### config.mk
export PLATFORM = sky130hd
export DESIGN_NAME = rsr_rx_top
export DESIGN_NICKNAME = d
export VERILOG_FILES = /design/src/logic/rsr_pkg.sv /design/src/logic/rsr_baud_gen.sv /design/src/logic/rsr_rx_fifo.sv /design/src/logic/rsr_rx_top.sv
export VERILOG_INCLUDE_DIRS = /design/src /design/src/logic
export SDC_FILE = /design/constraint.sdc
export NUM_CORES = 1
export LEC_CHECK = 0
export ABC_AREA = 0
export BUFFER_PORTS_ARGS = -buffer_cell sky130_fd_sc_hd__buf_2
export CAP_MARGIN = 20
export CORE_MARGIN = 2
export CORE_UTILIZATION = 40
export DETAILED_ROUTE_END_ITERATION = 10
export GPL_ROUTABILITY_DRIVEN = 0
export SETUP_SLACK_MARGIN = 0.3
export SLEW_MARGIN = 20
export SYNTH_ARGS = -nofsm -noshare
export SYNTH_HDL_FRONTEND = slang
export SYNTH_HIERARCHICAL = 1
export SYNTH_SLANG_ARGS = --single-unit
export TNS_END_PERCENT = 1
### constraint.sdc
create_clock -name clk -period 4.3 [get_ports clk]
set_input_delay 0.86 -clock clk [delete_from_list [all_inputs] [get_ports clk]]
set_output_delay 0.86 -clock clk [all_outputs]
set_load 0.01 [all_outputs]
### src/logic/rsr_regs_map.svh
// register offsets, field positions and reset values of the radio serial receiver
`ifndef RSR_REGS_MAP_SVH
`define RSR_REGS_MAP_SVH

`define RSR_OFF_CTRL1     8'h00
`define RSR_OFF_CTRL2     8'h04
`define RSR_OFF_CTRL3     8'h08
`define RSR_OFF_PATTERN   8'h0C
`define RSR_OFF_RXDATA    8'h10
`define RSR_OFF_STATUS    8'h14
`define RSR_OFF_EVENT     8'h18
`define RSR_OFF_MASK      8'h1C

`define RSR_CTRL1_FINE_LSB   0
`define RSR_CTRL1_COARSE_LSB 4
`define RSR_CTRL2_PCM_LSB    0
`define RSR_CTRL2_EXTCLK_BIT 4
`define RSR_CTRL2_CODEC_BIT  5
`define RSR_CTRL2_START_LSB  6
`define RSR_CTRL3_TXEN_BIT   0
`define RSR_CTRL3_RXEN_BIT   1
`define RSR_CTRL3_MEM_LSB    2
`define RSR_CTRL3_SEL_LSB    5
`define RSR_STAT_OVR_BIT     0
`define RSR_STAT_EMPTY_BIT   1
`define RSR_STAT_FULL_BIT    2
`define RSR_STAT_CNT_LSB     3
`define RSR_STAT_STATE_LSB   8

`define RSR_RST_CTRL1     6'h00
`define RSR_RST_CTRL2     8'h00
`define RSR_RST_PATTERN   8'h00
`define RSR_RST_SEL       3'h0
`define RSR_RST_MASK      4'h0

`define RSR_CHIP_SAMPLES  16
`define RSR_CHIP_MID      4'h7

`endif

### src/logic/rsr_pkg.sv
// types shared by the radio serial receiver
`default_nettype none
package rsr_pkg;
    typedef enum logic [2:0] {
        RSR_OFF  = 3'b001,
        RSR_HUNT = 3'b010,
        RSR_SYNC = 3'b100
    } rsr_state_t;

    typedef enum logic [1:0] {
        RSR_START_NONE = 2'b00,
        RSR_START_VIOL = 2'b01,
        RSR_START_RSVD = 2'b10,
        RSR_START_PAT  = 2'b11
    } rsr_start_t;
endpackage
`default_nettype wire

### src/logic/rsr_baud_gen.sv
// prescaler giving one sample tick per (fine+1)*coarse clocks
`default_nettype none
module rsr_baud_gen
    import rsr_pkg::*;
#(
    parameter int CW = 8
) (
    input  wire logic       clk,
    input  wire logic       rstn,
    input  wire logic       en,
    input  wire logic [1:0] coarse,
    input  wire logic [3:0] fine,
    output logic            tick
);
    logic [CW-1:0] cnt_q;
    logic [CW-1:0] div;
    logic [CW-1:0] crs;

    always_comb begin
        unique case (coarse)
            2'b00: crs = CW'(1);
            2'b01: crs = CW'(4);
            2'b10: crs = CW'(8);
            2'b11: crs = CW'(16);
        endcase
        div = CW'((fine + 5'h01) * crs);
    end

    // free running while enabled; chip phase is realigned by the receiver itself
    always_ff @(posedge clk) begin
        if (!rstn || !en) begin
            cnt_q <= '0;
            tick  <= 1'b0;
        end else if (cnt_q >= div - CW'(1)) begin
            cnt_q <= '0;
            tick  <= 1'b1;
        end else begin
            cnt_q <= cnt_q + CW'(1);
            tick  <= 1'b0;
        end
    end
endmodule
`default_nettype wire

### src/logic/rsr_rx_fifo.sv
// receive byte fifo in flip-flops with flush
`default_nettype none
module rsr_rx_fifo
    import rsr_pkg::*;
#(
    parameter int W     = 8,
    parameter int DEPTH = 4,
    parameter int AW    = 2
) (
    input  wire logic         clk,
    input  wire logic         rstn,
    input  wire logic         flush,
    input  wire logic         push,
    input  wire logic [W-1:0] din,
    input  wire logic         pop,
    output logic [W-1:0]      dout,
    output logic [AW:0]       count,
    output logic              full,
    output logic              empty
);
    logic [W-1:0]  mem_q [DEPTH];
    logic [AW-1:0] wp_q;
    logic [AW-1:0] rp_q;
    logic          doPush;
    logic          doPop;

    assign full   = count == (AW+1)'(DEPTH);
    assign empty  = count == '0;
    assign dout   = mem_q[rp_q];
    assign doPop  = pop && !empty;
    assign doPush = push && (!full || doPop);

    always_ff @(posedge clk) begin
        if (!rstn || flush) begin
            wp_q  <= '0;
            rp_q  <= '0;
            count <= '0;
        end else begin
            if (doPush) wp_q <= wp_q + AW'(1);
            if (doPop) rp_q <= rp_q + AW'(1);
            count <= count + (AW+1)'(doPush) - (AW+1)'(doPop);
        end
    end

    always_ff @(posedge clk) begin
        if (doPush && !flush) mem_q[wp_q] <= din;
    end
endmodule
`default_nettype wire

### src/logic/rsr_rx_top.sv
// radio serial receiver: chip recovery, line decoding, start detection, byte fifo, apb registers
// Functional notes
// - receive only when rx on and tx off
// - code 000 decodes nrz level
// - start mode 11 matches 8-bit start pattern
// - irq select 001: start detection only
// - irq select 100: fifo full, held and new events
// - four byte fifo, each data read pops
// - byte into full fifo sets overrun, lost
// - new start detection flushes the fifo
// - ext clock bit 0: internal baud timing
// - coded modes resync on code transitions
// - chip rate clk over (fine+1)*coarse*16
// - irq memory flags sticky, write one clears
// - first received bit lands in bit 0
//
// Implementation choices: the register addresses and the APB slave port.
`include "rsr_regs_map.svh"
`default_nettype none
module rsr_rx_top
    import rsr_pkg::*;
#(
    parameter int DEPTH = 4
) (
    input  wire logic        clk,
    input  wire logic        rstn,
    input  wire logic        psel,
    input  wire logic        penable,
    input  wire logic        pwrite,
    input  wire logic [7:0]  paddr,
    input  wire logic [31:0] pwdata,
    output logic [31:0]      prdata,
    output logic             pready,
    output logic             pslverr,
    input  wire logic        rfData,
    input  wire logic        rfSyncClk,
    output logic             irq
);
    // control registers
    logic [5:0]  ctrl1_q;
    logic [7:0]  ctrl2_q;
    logic [2:0]  irqSel_q;
    logic        rxEn_q;
    logic        txEn_q;
    logic [2:0]  irqMem_q;
    logic [7:0]  pattern_q;
    logic [3:0]  evt_q;
    logic [3:0]  mask_q;
    logic        overrun_q;

    logic [2:0]  lineCode;
    logic        codecEn;
    logic        extClk;
    rsr_start_t  startMode;
    assign lineCode  = ctrl2_q[`RSR_CTRL2_PCM_LSB +: 3];
    assign codecEn   = ctrl2_q[`RSR_CTRL2_CODEC_BIT];
    assign extClk    = ctrl2_q[`RSR_CTRL2_EXTCLK_BIT];
    assign startMode = rsr_start_t'(ctrl2_q[`RSR_CTRL2_START_LSB +: 2]);

    // apb phases
    logic apbAcc;
    logic apbDone;
    logic wrDone;
    logic rdDone;
    assign apbAcc  = psel && penable && !pready;
    assign apbDone = psel && penable && pready;
    assign wrDone  = apbDone && pwrite;
    assign rdDone  = apbDone && !pwrite;

    // receiver state
    rsr_state_t  state_q;
    logic        rxOn;
    logic        dataPrev_q;
    logic        syncPrev_q;
    logic [3:0]  phase_q;
    logic        sampleTick;
    logic        chipStb;
    logic        pairHalf_q;
    logic        firstChip_q;
    logic        lastChip_q;
    logic        prevBit_q;
    logic [7:0]  patSh_q;
    logic [7:0]  byteSh_q;
    logic [2:0]  bitCnt_q;

    assign rxOn = rxEn_q && !txEn_q;

    rsr_baud_gen #(
        .CW     (8)
    ) u_baud (
        .clk    (clk),
        .rstn   (rstn),
        .en     (rxOn),
        .coarse (ctrl1_q[`RSR_CTRL1_COARSE_LSB +: 2]),
        .fine   (ctrl1_q[`RSR_CTRL1_FINE_LSB +: 4]),
        .tick   (sampleTick)
    );

    // chip strobe: mid-chip of the 16 samples, or rising edge of the transceiver's sync clock
    always_comb begin
        if (extClk) chipStb = rxOn && rfSyncClk && !syncPrev_q;
        else chipStb = rxOn && sampleTick && phase_q == `RSR_CHIP_MID;
    end

    always_ff @(posedge clk) begin
        if (!rstn) begin
            dataPrev_q <= 1'b0;
            syncPrev_q <= 1'b0;
            phase_q    <= 4'h0;
        end else begin
            dataPrev_q <= rfData;
            syncPrev_q <= rfSyncClk;
            // any line transition restarts the chip phase, so drift never accumulates
            if (!rxOn || rfData != dataPrev_q) phase_q <= 4'h0;
            else if (sampleTick) phase_q <= phase_q + 4'h1;
        end
    end

    // line decoding
    logic pairCode;
    logic bitStb;
    logic bitVal;
    logic viol;
    always_comb begin
        pairCode = codecEn && lineCode[2:0] >= 3'b011;
        bitStb   = 1'b0;
        bitVal   = rfData;
        viol     = 1'b0;
        if (chipStb) begin
            if (!codecEn) begin
                bitStb = 1'b1;
            end else begin
                unique case (lineCode)
                    3'b000: bitStb = 1'b1;
                    3'b001: begin
                        bitStb = 1'b1;
                        bitVal = rfData != lastChip_q;
                    end
                    3'b010: begin
                        bitStb = 1'b1;
                        bitVal = rfData == lastChip_q;
                    end
                    3'b011, 3'b100, 3'b101: begin
                        if (pairHalf_q) begin
                            viol   = firstChip_q == rfData;
                            bitStb = !viol;
                            if (lineCode == 3'b011) bitVal = firstChip_q;
                            else if (lineCode == 3'b100) bitVal = firstChip_q != lastChip_q;
                            else bitVal = firstChip_q == lastChip_q;
                        end
                    end
                    3'b110, 3'b111: begin
                        if (pairHalf_q) begin
                            bitVal = firstChip_q != rfData;
                            viol   = !bitVal && (prevBit_q ? firstChip_q != lastChip_q
                                                           : firstChip_q == lastChip_q);
                            bitStb = !viol;
                        end
                    end
                endcase
            end
        end
    end

    always_ff @(posedge clk) begin
        if (!rstn || !rxOn) begin
            pairHalf_q  <= 1'b0;
            firstChip_q <= 1'b0;
            lastChip_q  <= 1'b0;
            prevBit_q   <= 1'b0;
        end else if (chipStb) begin
            if (pairCode && !pairHalf_q) begin
                firstChip_q <= rfData;
                pairHalf_q  <= 1'b1;
            end else begin
                // a broken pair restarts pairing with the next chip
                pairHalf_q <= 1'b0;
                lastChip_q <= rfData;
                if (bitStb) prevBit_q <= bitVal;
            end
        end
    end

    // start detection
    logic [7:0] patNext;
    logic       startEv;
    assign patNext = {bitVal, patSh_q[7:1]};
    always_comb begin
        unique case (startMode)
            RSR_START_PAT:  startEv = bitStb && patNext == pattern_q;
            RSR_START_VIOL: startEv = viol && pairCode;
            default:        startEv = 1'b0;
        endcase
    end

    always_ff @(posedge clk) begin
        if (!rstn || !rxOn) patSh_q <= 8'h00;
        else if (bitStb) patSh_q <= patNext;
    end

    // byte assembly and fifo
    logic       pushReq;
    logic [7:0] pushByte;
    logic       popReq;
    logic [7:0] fifoOut;
    logic [2:0] fifoCnt;
    logic       fifoFull;
    logic       fifoEmpty;
    logic       byteEv;
    logic       fullEv;
    logic       ovrEv;
    logic       assemble;
    logic       popOk_q;

    assign assemble = bitStb && !startEv && state_q == RSR_SYNC;
    assign pushByte = {bitVal, byteSh_q[7:1]};
    assign pushReq  = assemble && bitCnt_q == 3'h7;
    // pop only a byte that the read really returned; a byte landing mid-access stays queued
    assign popReq   = rdDone && paddr == `RSR_OFF_RXDATA && popOk_q;
    assign ovrEv    = pushReq && fifoFull && !popReq;
    assign byteEv   = pushReq && !ovrEv;
    assign fullEv   = byteEv && !popReq && fifoCnt == 3'(DEPTH - 1);

    always_ff @(posedge clk) begin
        if (!rstn || !rxOn) begin
            state_q  <= RSR_OFF;
            byteSh_q <= 8'h00;
            bitCnt_q <= 3'h0;
        end else begin
            unique case (state_q)
                RSR_OFF: state_q <= (startMode == RSR_START_PAT || startMode == RSR_START_VIOL)
                                    ? RSR_HUNT : RSR_SYNC;
                RSR_HUNT: if (startEv) state_q <= RSR_SYNC;
                RSR_SYNC: ;
            endcase
            if (startEv) begin
                bitCnt_q <= 3'h0;
            end else if (assemble) begin
                byteSh_q <= pushByte;
                bitCnt_q <= bitCnt_q + 3'h1;
            end
        end
    end

    rsr_rx_fifo #(
        .W     (8),
        .DEPTH (DEPTH),
        .AW    (2)
    ) u_fifo (
        .clk   (clk),
        .rstn  (rstn),
        .flush (startEv),
        .push  (pushReq),
        .din   (pushByte),
        .pop   (popReq),
        .dout  (fifoOut),
        .count (fifoCnt),
        .full  (fifoFull),
        .empty (fifoEmpty)
    );

    // register writes
    always_ff @(posedge clk) begin
        if (!rstn) begin
            ctrl1_q   <= `RSR_RST_CTRL1;
            ctrl2_q   <= `RSR_RST_CTRL2;
            irqSel_q  <= `RSR_RST_SEL;
            rxEn_q    <= 1'b0;
            txEn_q    <= 1'b0;
            pattern_q <= `RSR_RST_PATTERN;
            mask_q    <= `RSR_RST_MASK;
        end else if (wrDone) begin
            unique case (paddr)
                `RSR_OFF_CTRL1:   ctrl1_q <= pwdata[5:0];
                `RSR_OFF_CTRL2:   ctrl2_q <= pwdata[7:0];
                `RSR_OFF_CTRL3: begin
                    // new source selection gates flags already held as well as later ones
                    irqSel_q <= pwdata[`RSR_CTRL3_SEL_LSB +: 3];
                    rxEn_q   <= pwdata[`RSR_CTRL3_RXEN_BIT];
                    txEn_q   <= pwdata[`RSR_CTRL3_TXEN_BIT];
                end
                `RSR_OFF_PATTERN: pattern_q <= pwdata[7:0];
                `RSR_OFF_MASK:    mask_q <= pwdata[3:0];
                default: ;
            endcase
        end
    end

    // sticky flags; a hardware set in the clearing cycle wins
    logic [2:0] memSet;
    logic [2:0] memClr;
    logic [3:0] evtSet;
    assign memSet = {fullEv, byteEv, startEv};
    assign memClr = (wrDone && paddr == `RSR_OFF_CTRL3) ? pwdata[`RSR_CTRL3_MEM_LSB +: 3] : 3'h0;
    assign evtSet = {ovrEv, memSet};

    always_ff @(posedge clk) begin
        if (!rstn) irqMem_q <= 3'h0;
        else irqMem_q <= (irqMem_q & ~memClr) | memSet;
    end

    always_ff @(posedge clk) begin
        if (!rstn) evt_q <= 4'h0;
        // clear only what the read returned, so an event after capture is kept
        else if (rdDone && paddr == `RSR_OFF_EVENT) evt_q <= (evt_q & ~prdata[3:0]) | evtSet;
        else evt_q <= evt_q | evtSet;
    end

    always_ff @(posedge clk) begin
        if (!rstn) overrun_q <= 1'b0;
        else if (ovrEv) overrun_q <= 1'b1;
        else if (wrDone && paddr == `RSR_OFF_STATUS && pwdata[`RSR_STAT_OVR_BIT]) overrun_q <= 1'b0;
    end

    always_ff @(posedge clk) begin
        if (!rstn) irq <= 1'b0;
        else irq <= |(irqMem_q & irqSel_q) || |(evt_q & mask_q);
    end

    // register reads; one wait state, data captured in the first access cycle
    logic [31:0] rdMux;
    logic        hit;
    always_comb begin
        rdMux = 32'h0000_0000;
        hit   = 1'b1;
        unique case (paddr)
            `RSR_OFF_CTRL1:   rdMux[5:0] = ctrl1_q;
            `RSR_OFF_CTRL2:   rdMux[7:0] = ctrl2_q;
            `RSR_OFF_CTRL3:   rdMux[7:0] = {irqSel_q, irqMem_q, rxEn_q, txEn_q};
            `RSR_OFF_PATTERN: rdMux[7:0] = pattern_q;
            `RSR_OFF_RXDATA:  rdMux[7:0] = fifoEmpty ? 8'h00 : fifoOut;
            `RSR_OFF_STATUS: begin
                rdMux[`RSR_STAT_OVR_BIT]        = overrun_q;
                rdMux[`RSR_STAT_EMPTY_BIT]      = fifoEmpty;
                rdMux[`RSR_STAT_FULL_BIT]       = fifoFull;
                rdMux[`RSR_STAT_CNT_LSB +: 3]   = fifoCnt;
                rdMux[`RSR_STAT_STATE_LSB +: 3] = state_q;
            end
            `RSR_OFF_EVENT:   rdMux[3:0] = evt_q;
            `RSR_OFF_MASK:    rdMux[3:0] = mask_q;
            default:          hit = 1'b0;
        endcase
    end

    always_ff @(posedge clk) begin
        if (!rstn) begin
            pready  <= 1'b0;
            prdata  <= 32'h0000_0000;
            pslverr <= 1'b0;
            popOk_q <= 1'b0;
        end else begin
            pready  <= apbAcc;
            popOk_q <= apbAcc && !fifoEmpty;
            pslverr <= apbAcc && !hit;
            if (apbAcc && !pwrite) prdata <= rdMux;
        end
    end
endmodule
`default_nettype wire

# Word level (Yosys, flattened, before mapping)
# Memories as Yosys holds them, arrays and structs flattened. A register that Yosys moved wholly into a read port is not among the register bits.
# Index checks and enable logic that the tools add are counted.
# totals
ramBits,32
regBits,102
memories,1
# classes
mux,40
n_lt_le_gt_ge,2
n_reduce_logical,82
bitwise_logic,12
eq_ne,35
n_addsub,9
mul,1
# mem_list
name,words,word_bits,read_ports,rd_clocked_by_memory_dff,write_ports,line,text
u_fifo.mem_q,4,8,1,1,1,rsr_rx_fifo.sv:21,logic [W-1:0] mem_q [DEPTH];
# ops
op,count
1-bit logical AND,35
8-bit by 5-bit equality test with 1-bit output (second input constant),4
4-bit case mux with 8 select lines,1
8-bit case mux with 4 select lines,1
1-bit 2-to-1 mux,23
3-bit equality test (second input constant),7
2-bit AND reduction,9
8-bit by 4-bit equality test with 1-bit output (second input constant),2
1-bit logical NOT,16
3-bit by 2-bit equality test with 1-bit output (second input constant),4
3-bit 2-to-1 mux,4
2-bit case mux with 6 select lines,1
3-bit OR reduction,3
8-bit by 1-bit adder with 8-bit output (second input constant),1
4-bit AND,2
8-bit by 3-bit equality test with 1-bit output (second input constant),1
8-bit equality test,1
8-bit greater-or-equal comparator,1
8-bit logical NOT,1
8-bit by 8-bit multiplier with 8-bit output,1
8-bit 2-to-1 mux,1
4-bit bitwise OR,2
2-bit case mux with 4 select lines,1
2-bit OR reduction,4
other kinds (33),55

# Logic depth before layout (Yosys ltp)
# Gate-level depths: netlist of run 1.
# logic_depth
word_depth,22
depth_mapped,18
depth_no_buf,18

# Cells and area by module
# The synthesis of run 1 kept the hierarchy.
# modules_own_cells
mod,n_inst,seq_area_each_um2,area_per_inst_um2,cells_each
rsr_rx_top,1,1681.6,4499.3,537
rsr_rx_fifo,1,1141.1,1646.6,94
rsr_baud_gen,1,180.2,1244.9,153

# Worst setup path before layout of run 1
# OpenSTA, ideal clock, no wires.
# synth_path
path_type,flip-flop to flip-flop
from,register ctrl1_q[0]
to,register u_baud.cnt_q[2]
path_slack_ps,80
t_arrival_ps,4077
stages_incl_launch_ff,17
period_less_slack_ps,4220
setup_ps,142
cell_sequence,dfxtp_1 > ha_1 > xnor2_1 > nor2_1 > fa_1 > ha_1 > inv_1 > fa_1 > inv_1 > ha_1 > a21oi_1 > xor2_1 > ha_1 > nor2b_1 > a2111oi_4 > o31ai_1 > nor2_1
# synth_between
elab_chain_len,5
# synth_lines
item,line,text
from (decl),rsr_rx_top.sv:40,logic [5:0] ctrl1_q;
from (signal assigned),rsr_rx_top.sv:265,ctrl1_q <= `RSR_RST_CTRL1;
from (signal assigned),rsr_rx_top.sv:274,`RSR_OFF_CTRL1: ctrl1_q <= pwdata[5:0];
4-bit by 1-bit adder with 5-bit output,rsr_baud_gen.sv:26,div = CW'((fine + 5'h01) * crs);
8-bit by 8-bit multiplier with 8-bit output,rsr_baud_gen.sv:26,
8-bit by 1-bit subtractor with 8-bit output,rsr_baud_gen.sv:34,end else if (cnt_q >= div - CW'(1)) begin
8-bit greater-or-equal comparator,rsr_baud_gen.sv:34,
2-bit OR reduction (no source line),n/a,
to (signal assigned),rsr_baud_gen.sv:38,cnt_q <= cnt_q + CW'(1);
to (decl),rsr_baud_gen.sv:15,logic [CW-1:0] cnt_q;
# Every way passes these cells.
# A chain may end at the register's enable or synchronous reset.

# Worst setup path in the final report of run 1
# layout_path
from,register ctrl1_q[0]
to,register u_baud.cnt_q[1]
# Same word-level chain as after synthesis.

==> metrics.txt, run 1 <==
number of vias per cell between 5 and 6; Core ar. approximately 18000 µm²; Core Util, Final 48.0%; DRC violation total after the first TritonRoute iteration between 400 and 500; Layout fillers between 1500 and 2000; detailed-route via count a little under 6000; P&R area growth vs syn 17.2%; flip-flop and latch area 3010 µm²; Cell Area, Synth around 7400 µm²; Die Y ~140 µm; first-pass GRT wire length roughly 29 mm; final WL ~18 mm; leakage between 0.003 and 0.004 µW; Final Skew approximately 16 ps; delay-heaviest family, CP adder cells; number of synthesized flops with an enable pin 32; TNS Setup 0 ps; power share of the clock group between 50% and 60%; Root Buffer Master clkbuf_16; Crit Path Class reg -> reg; drt first pass iters 5; worst slew pin tran 922 ps; Maximum Capacitance Violations 0; Final min period 3850 ps; CP arrival 4160 ps; final hold viol count 0; Reg clk slew, reported paths around 60 ps; Crit path largest cell delay 540 ps; Avg Cell Area, Syn between 9 and 10 µm²; Post-DP HPWL 12.6 mm; power density over the cells roughly 320 nW/µm²; crit share post-route between 80% and 90%; Routed Antenna Nets 0; diode count 0; Yosys cell types 71; CTS tree built; combinational power share 2.8%; prevailing post-synth register cell dfxtp_1; nets 920; CTS sink cnt about 130; sw frac 23.7%; Post-synth ARST share 0%; RSZ-0062 raised after global routing false; Seq pwr share a little under half; largest net degree at the start of global routing 28; CP Capture Type flop; Slew Limit Fails 0; Clock Latency Late Sink 430 ps; initial antenna violation count 1; die area 19600 µm²; Req. time, crit path between 4000 and 5000 ps; DRC viols 0; Final setup viols 0; CTS max path bufs 2; Seq cells post-synth around 130; die width 140 µm; Switch Pwr between 600 and 700 µW; register area share after synthesis between 40% and 50%; Initial Util between 40% and 50%; gr usage total between 10% and 20%; ordered cell list for the critical path ha_4 -> xnor2_4 -> buf_6 -> or2_2 -> fa_1 -> fa_1 -> inv_1 -> ha_4 -> a21oi_4 -> o21ai_2 -> xnor2_1 -> ha_1 -> nand2_2 -> or3_4 -> and3_1; vias in the first global route 5475; # hold bufs at CTS 0; CP max-delay cell fa_1; layout cells sized above 1 18.9%; Mapped Cells 784; Achievable Freq roughly 260 MHz; PortBufs 36; H-Tree Depth 4; max_slew headroom slightly below 40%; peak supply drop approximately 0.36 mV; Setup crit start kind flop; status completed; number of core rows approximately 50; Buf+Inv Stages, Crit Path 2; Power Internal about 2100 µW; total grt overflow 0; total CTS buffers 17; crit path max fanout 4; Ports slightly above 80; min-delay worst type reg -> reg; area occupied by multi-input gates ~4200 µm²; Routed WL per cell about 17 µm; synth warn 6
==> power groups by stage <==
stage / Sequential, µW / Combinational, µW / Clock, µW
6_report: 1290 / 77.6 / 1430
5_1_grt: 1290 / 84.2 / 1520
4_1_cts: 1290 / 76.4 / 1450
3_5_place_dp: 1320 / 76.3 / 0
3_3_place_gp: 1320 / 76.1 / 0
2_1_floorplan: 1320 / 60.2 / 0
==> metrics by stage <==
step / instances / power, µW / hold slack [ps] / setup slack [ps] / area [µm²]
after floorplan: 804 / 1380 / 438 / 326 / 7480
after global placement: 1041 / 1390 / 438 / 131 / 7860
after detailed placement: 1041 / 1390 / 445 / 76.6 / 7860
after CTS: 1074 / 2810 / 452 / 312 / 8520
after global routing: 1076 / 2890 / 496 / 299 / 8660
final: 1076 / 2790 / 450 / 454 / 8660
==> cell usage after synthesis (3+ instances only) <==
master / instances / share of area, %
a211o_1: 7 / 0.83
a21o_1: 5 / 0.51
a21oi_1: 35 / 2.4
a22o_1: 5 / 0.59
a22oi_1: 10 / 1.0
a31oi_1: 8 / 0.68
a32oi_1: 3 / 0.36
and2_1: 6 / 0.51
and3_1: 11 / 0.93
buf_2: 6 / 0.41
buf_4: 22 / 2.2
clkbuf_1: 27 / 1.4
dfxtp_1: 102 / 28
edfxtp_1: 32 / 13
fa_1: 9 / 2.4
ha_1: 30 / 5.1
inv_1: 38 / 1.9
mux2i_1: 48 / 6.5
mux4_2: 8 / 2.4
nand2_1: 68 / 3.5
nand2b_1: 11 / 0.93
nand3_1: 41 / 2.8
nand3b_1: 8 / 0.81
nand4_1: 10 / 0.85
nand4b_1: 3 / 0.36
nor2_1: 75 / 3.8
nor2b_1: 9 / 0.76
nor3_1: 13 / 0.88
nor3b_1: 7 / 0.71
nor4_1: 6 / 0.51
o21a_1: 3 / 0.30
o21ai_0: 12 / 0.81
o21ai_1: 9 / 0.61
o22ai_1: 4 / 0.34
o31ai_1: 5 / 0.51
or3_1: 9 / 0.76
or3b_1: 3 / 0.36
xnor2_1: 24 / 2.8
xor2_1: 12 / 1.4
==> what timing repair did <==
action / in CTS / in global routing
setup endpoints to repair: 9 / 9
setup buffers: 1 / 2
gates resized for setup: 16 / 32
hold endpoints to repair: 0 / 0
pin swaps: 6 / 25
==> worst register-to-register path: cells and delay by family (launching register included) <==
kind            cells  cell delay [ps]
flops               1              360
buf+inv             2              190
fa+ha+maj           5             1790
xor+xnor            2              280
simple gates        4              930
compound gates      2              200
==> layout make-up <==
type | count | share of cell area, %
inverter | 39 | 1.69
sequential | 134 | 34.8
multi-input combinational | 573 | 48.5
clock inverter | 14 | 1.62
clock buffer | 18 | 5.07
tap | 229 | 3.31
timing repair buffer | 69 | 5.03
==> kinds of logic after synthesis <==
logic type               count (synthesis)  synth area share (%)
adder cells (fa/ha/maj)                 39                  7.52
flip-flops                             134                  40.6
AND/OR/NAND/NOR                        291                  19.9
multiplexers                            58                  9.24
AO/OA/AOI/OAI                          128                  12.2
other                                    1                0.0507
buffers and inverters                   97                  6.25
XOR/XNOR                                36                  4.27
==> metal layers <==
metal  track usage (%)  wire length, µm
met1              26.5             8670
met2              27.7             8010
met3              4.44              857
met4              5.16              278
met5                 0                0
==> placed cells by master (no fill, tap or decap), types with 8 or more instances in the layout <==
cell type and n:
a21oi_1 30, a22oi_1 10, a31oi_1 8, and3_1 11
buf_2 36, buf_4 31, clkbuf_16 17, conb_1 21
dfxtp_1 97, edfxtp_1 32, fa_1 9, ha_1 26
inv_1 35, mux2i_1 48, mux4_2 8, nand2_1 67
nand2b_1 10, nand3_1 39, nand3b_1 8, nand4_1 10
nor2_1 66, nor3_1 13, o21ai_0 10, o21ai_1 10
or3_1 8, xnor2_1 21, xor2_1 12
==> path summary, 6_finish.rpt <==
kind | startpoint | end | slack, ps | depth (start not counted)
min reg2reg | prdata[10] | prdata[10] | 450 | 2
max | ctrl1_q[0] | u_baud/cnt_q[1] | 450 | 15
max reg2reg | ctrl1_q[0] | u_baud/cnt_q[1] | 450 | 15
min | prdata[10] | prdata[10] | 450 | 2
==> state kept, by name, summed over array words and instances, names as in the netlist, 4 cells and up, named ones only <==
| name | count |
|---|---|
| u_fifo/mem_q | 32 |
| u_baud/cnt_q | 8 |
| ctrl2_q | 8 |
| evt_q | 4 |
| patSh_q | 7 |
| ctrl1_q | 6 |
| mask_q | 4 |
| prdata | 11 |
| byteSh_q | 7 |
| phase_q | 4 |
| pattern_q | 8 |
(Power assumes the default switching activity.)
==> run 2: changes to the inputs <==
==> constraint.sdc (replaced) <==
create_clock -name clk -period 4.3 [get_ports clk]
set_input_delay 0.215 -clock clk [delete_from_list [all_inputs] [get_ports clk]]
set_output_delay 0.215 -clock clk [all_outputs]
set_load 0.01 [all_outputs]
==> metrics.txt, run 2 (synthesis results as in run 1) <==
status completed (unchanged); Final Skew 9.71 ps (was 15.9 ps); nets 905 (was 920); worst slew pin tran 950 ps (was 922 ps); CP Capture Type flop (unchanged); power share of the clock group 50.5% (was 51.2%); drt first pass iters 5 (unchanged); CTS sink cnt 134 (unchanged); max reg flops 32 (unchanged); Core ar. 18000 µm² (unchanged); crit path max fanout 7 (was 4); initial antenna violation count 0 (was 1); worst r2r src ctrl1_q[0] (unchanged); Slew Limit Fails 0 (unchanged); R2R setup slack 410 ps (was 450 ps); DRC viols 0 (unchanged); min-delay worst type in -> reg (was reg -> reg); detailed-route via count 5717 (was 5828); total CTS buffers 17 (unchanged); DRC violation total after the first TritonRoute iteration 362 (was 421); Worst Min Path Start rfSyncClk (was prdata[10]); # hold bufs at CTS 0 (unchanged); Seq pwr share 46.7% (was 46.0%); Ports 82 (unchanged); Root Buffer Master clkbuf_16 (unchanged); number of core rows 49 (unchanged); r2r endpoint u_baud/cnt_q[4] (was u_baud/cnt_q[1]); Crit Path Class reg -> reg (unchanged); Routed Antenna Nets 0 (unchanged); Final setup viols 0 (unchanged); Worst Reg-to-Reg Cells 17 (was 15); layout cells sized above 1 16.3% (was 18.9%); hold slack 60.2 ps (was 450 ps); Switch Pwr 663 µW (was 662 µW); final WL 17.4 mm (was 17.8 mm); Die Y 140 µm (unchanged); largest net degree at the start of global routing 28 (unchanged); TNS Setup 0 ps (unchanged); RSZ-0062 raised after global routing true (was false); max_slew headroom 36.6% (was 38.6%); Layout fillers 1740 (was 1695); crit share post-route 90.6% (was 89.4%); area occupied by multi-input gates 4160 µm² (was 4200 µm²); number of vias per cell 5.39 (was 5.42); Maximum Capacitance Violations 0 (unchanged); most frequent cells in the layout dfxtp_1 (97), nor2_1 (68), nand2_1 (67) (was dfxtp_1 (97), nand2_1 (67), nor2_1 (66)); P&R area growth vs syn 14.8% (was 17.2%); gr usage total 18.0% (was 18.4%); final hold viol count 0 (unchanged); Achievable Freq 257 MHz (was 260 MHz); die width 140 µm (unchanged); CP arrival 4250 ps (was 4160 ps); total grt overflow 0 (unchanged); peak supply drop 0.289 mV (was 0.356 mV); die area 19600 µm² (unchanged); CTS tree built (unchanged); CTS max path bufs 2 (unchanged); leakage 0.00335 µW (was 0.00344 µW); flip-flop and latch area 3010 µm² (unchanged); combinational power share 2.8% (about the same); Endpoint, Worst Hold syncPrev_q (was prdata[10]); power density over the cells 325 nW/µm² (was 323 nW/µm²); commonest non-fill, non-tap cell in the layout dfxtp_1 (unchanged); vias in the first global route 5262 (was 5475); diode count 0 (unchanged); WHS Path Cells 2 (unchanged); Reg clk slew, reported paths 60 ps (about the same); most flop-heavy register u_fifo/mem_q (unchanged); Regs by FF count u_fifo/mem_q x32, prdata x11 (unchanged); first-pass GRT wire length 27.9 mm (was 28.6 mm); Post-DP HPWL 12.5 mm (was 12.6 mm); H-Tree Depth 4 (unchanged); Final min period 3890 ps (was 3850 ps); Clock Latency Late Sink 420 ps (was 430 ps); Initial Util 41.0% (unchanged); Setup crit start kind flop (unchanged); Req. time, crit path 4660 ps (was 4610 ps); PortBufs 36 (unchanged); Power Internal 2090 µW (was 2130 µW); Core Util, Final 47.1% (was 48.0%); sw frac 24.1% (was 23.7%); Routed WL per cell 16.4 µm (was 16.6 µm)
-- run 2: changes by cell type in the layout (fill, tap and decap cells not counted), sizes merged --
cell      delta
clkinvlp     +2
inv          +2
buf         -15
clkinv       -3
bufinv       -1
-- run 2: through the flow --
| stage | setup WS (ps) | cells | total power, µW | cell area (µm²) |
|---|---|---|---|---|
| after detailed placement | 42.1 | 1028 | 1390 | 7760 |
| after floorplan | 326 | 804 | 1380 | 7480 |
| after CTS | 322 | 1060 | 2780 | 8390 |
| after global routing | 230 | 1061 | 2840 | 8490 |
| final | 406 | 1061 | 2760 | 8490 |
| after global placement | 145 | 1028 | 1390 | 7760 |
-- run 2: repair_timing --
| item | CTS | global route |
|---|---|---|
| pin swaps | 6 | 24 |
| setup buffers | 0 | 1 |
| gates resized for setup | 13 | 20 |
| endpoints found under the setup margin | 9 | 9 |
-- run 2: worst max-delay path by stage --
stage	startpoint	end	slack, ps	cells after the start
global route	ctrl1_q[0]	u_baud/cnt_q[4]	230	17
floorplan	ctrl1_q[2]	u_baud/cnt_q[1]	330	15
CTS	ctrl1_q[0]	u_baud/cnt_q[1]	320	16
detailed placement	ctrl1_q[1]	u_baud/cnt_q[5]	40	18
global placement	ctrl1_q[0]	u_baud/cnt_q[3]	150	18
finish	ctrl1_q[0]	u_baud/cnt_q[4]	410	17
-- run 2: critical path: stages, from the launching register on --
cell	delay [ps]
dfxtp_4	370
ha_4	190
xnor2_4	190
nor2_2	60
fa_1	470
ha_1	290
inv_1	50
fa_1	490
inv_2	50
ha_4	230
a21oi_4	140
xor2_1	190
ha_1	270
nor2b_4	140
a2111oi_4	310
o31ai_2	120
buf_4	180
nor2_2	100
-- run 2: power by group through the flow --
stage | Combinational (µW) | Sequential (µW) | Clock, µW
after global routing | 83.9 | 1290 | 1470
after CTS | 76.5 | 1290 | 1420
final | 77.5 | 1290 | 1390
after global placement | 76.3 | 1320 | 0
after floorplan | 60.2 | 1320 | 0
after detailed placement | 76.5 | 1320 | 0
-- run 2: cell type report --
cell class,instances,share of cell area [%]
well taps,229,3.38
clock buffers,18,5.31
flip-flops and latches,134,35.5
repair buffers,54,3.71
clock inverters,14,1.34
inverters,39,1.72
multi-input cells,573,49.0
-- run 2: metal layers --
layer | GRT usage [%] | vias up | wire (µm)
met4 | 4.95 | 0 | 280
met2 | 27.1 | 126 | 7790
met5 | 0 | - | 0
met3 | 4.24 | 22 | 852
met1 | 26.0 | 2736 | 8470
li1 | - | 2833 | -
==> run 3: changes to the inputs <==
--- a/config.mk
+++ b/config.mk
@@ -13,6 +13,7 @@
 export CORE_UTILIZATION = 40
 export DETAILED_ROUTE_END_ITERATION = 10
 export GPL_ROUTABILITY_DRIVEN = 0
+export REMOVE_ABC_BUFFERS = 1
 export SETUP_SLACK_MARGIN = 0.3
 export SLEW_MARGIN = 20
 export SYNTH_ARGS = -nofsm -noshare
==> metrics.txt, run 3 (synthesis results as in run 1) <==
Core ar. 18000 µm² (unchanged); setup ws final 413 ps (was 406 ps); CTS max path bufs 2 (unchanged); Root Buffer Master clkbuf_16 (unchanged); Routed Antenna Nets 0 (unchanged); Layout Cells excl Fill 1067 (was 1061); max_slew headroom 36.4% (was 36.6%); CTS sink cnt 134 (unchanged); Final Skew 9.24 ps (was 9.71 ps); Post-Layout Inst Area 8600 µm² (was 8490 µm²); most frequent cells in the layout dfxtp_1 (97), nor2_1 (73), nand2_1 (66) (was dfxtp_1 (97), nor2_1 (68), nand2_1 (67)); Core Util, Final 47.7% (was 47.1%); Placement Cell Area 7790 µm² (was 7760 µm²); power density over the cells 336 nW/µm² (was 325 nW/µm²); diode count 0 (unchanged); Setup crit start kind flop (unchanged); detailed-route via count 5808 (was 5717); worst slew pin tran 946 ps (was 950 ps); Routed WL per cell 16.7 µm (was 16.4 µm); Final setup viols 0 (unchanged); commonest non-fill, non-tap cell in the layout dfxtp_1 (unchanged); total grt overflow 0 (unchanged); max reg flops 32 (unchanged); min-delay worst type in -> reg (unchanged); final WL 17.8 mm (was 17.4 mm); gr usage total 18.4% (was 18.0%); Req. time, crit path 4660 ps (about the same); CP arrival 4240 ps (was 4250 ps); nets 911 (was 905); Initial Util 41.0% (unchanged); DRC viols 0 (unchanged); dpl cells 1034 (was 1028); CP Capture Type flop (unchanged); crit share post-route 90.4% (was 90.6%); layout cells sized above 1 16.5% (was 16.3%); CTS tree built (unchanged); crit path max fanout 7 (unchanged); Regs by FF count u_fifo/mem_q x32, prdata x11 (unchanged); Clock Latency Late Sink 420 ps (about the same); most flop-heavy register u_fifo/mem_q (unchanged); Post-DP HPWL 12.7 mm (was 12.5 mm); hold slack 49.3 ps (was 60.2 ps); pre-CTS setup slack -209 ps (was 42.1 ps); DRC violation total after the first TritonRoute iteration 353 (was 362); vias in the first global route 5448 (was 5262); number of core rows 49 (unchanged); Die Y 140 µm (unchanged); total CTS buffers 17 (unchanged); PortBufs 36 (unchanged); P&R area growth vs syn 16.4% (was 14.8%); number of vias per cell 5.44 (was 5.39); drt first pass iters 5 (unchanged); largest net degree at the start of global routing 29 (was 28); die width 140 µm (unchanged); Crit Path Class reg -> reg (unchanged); final hold viol count 0 (unchanged); peak supply drop 0.279 mV (was 0.289 mV); Maximum Capacitance Violations 0 (unchanged); Final min period 3890 ps (about the same); die area 19600 µm² (unchanged); first-pass GRT wire length 28.4 mm (was 27.9 mm); H-Tree Depth 4 (unchanged); Slew Limit Fails 0 (unchanged); Layout fillers 1717 (was 1740); leakage 0.00340 µW (was 0.00335 µW); RSZ-0062 raised after global routing true (unchanged); status completed (unchanged); Reg clk slew, reported paths 60 ps (about the same); initial antenna violation count 0 (unchanged); # hold bufs at CTS 0 (unchanged); Ports 82 (unchanged); Achievable Freq 257 MHz (about the same)
==> run 3: critical path: stages (launching register included) <==
cell and delay (ps):
dfxtp_2 330, ha_4 180, xnor2_4 130, nor2_2 140
fa_1 430, ha_1 290, inv_1 40, fa_1 490
inv_2 50, ha_4 230, a21oi_4 160, xor2_1 170
ha_1 260, nor2b_2 170, a2111oi_4 350, buf_4 180
o31ai_4 80, nor2_1 120
==> run 3: final timing paths <==
path                            startpoint              end  slack (ps)  cells after the start
worst max-delay path            ctrl1_q[1]  u_baud/cnt_q[7]         410                     17
worst min register to register   prdata[9]        prdata[9]         450                      2
worst min-delay path             rfSyncClk       syncPrev_q          50                      2
worst max register to register  ctrl1_q[1]  u_baud/cnt_q[7]         410                     17
==> run 3: area by class of cell <==
cell class                 instances  area [µm²]  share of cell area (%)
timing repair buffer              60         368                    4.28
multi-input combinational        573        4170                    48.5
clock buffer                      18         429                    4.99
inverter                          39         146                    1.70
sequential                       134        3010                    35.0
tap                              229         287                    3.33
clock inverter                    14         191                    2.23
==> run 3: per-stage QoR <==
step,total power (µW),TNS (ps)
after detailed placement,1390,-1390
after CTS,2920,0
after global placement,1390,-1020
final,2890,0
after floorplan,1350,0
after global routing,2980,0
==> run 3: repair_timing <==
action	CTS	global route
pin swaps	8	21
resized for setup	13	25
setup endpoints to repair	9	9
cloned	0	0
setup buffers	0	1
==> run 3: per-layer routing <==
layer  vias to the layer above  part of all wire, %  global-route usage (%)
li1                       2845                    -                       -
met1                      2797                   49                    26.7
met2                       151                   45                    27.3
met3                        15                  4.6                    3.86
met4                         0                  1.2                    6.00
met5                         -                    0                       0
==> run 3: power by group <==
part / switching, µW / internal (µW) / total (µW)
logic: 55.9 / 20.9 / 76.8
clock network: 597 / 933 / 1530
registers: 1.72 / 1290 / 1290
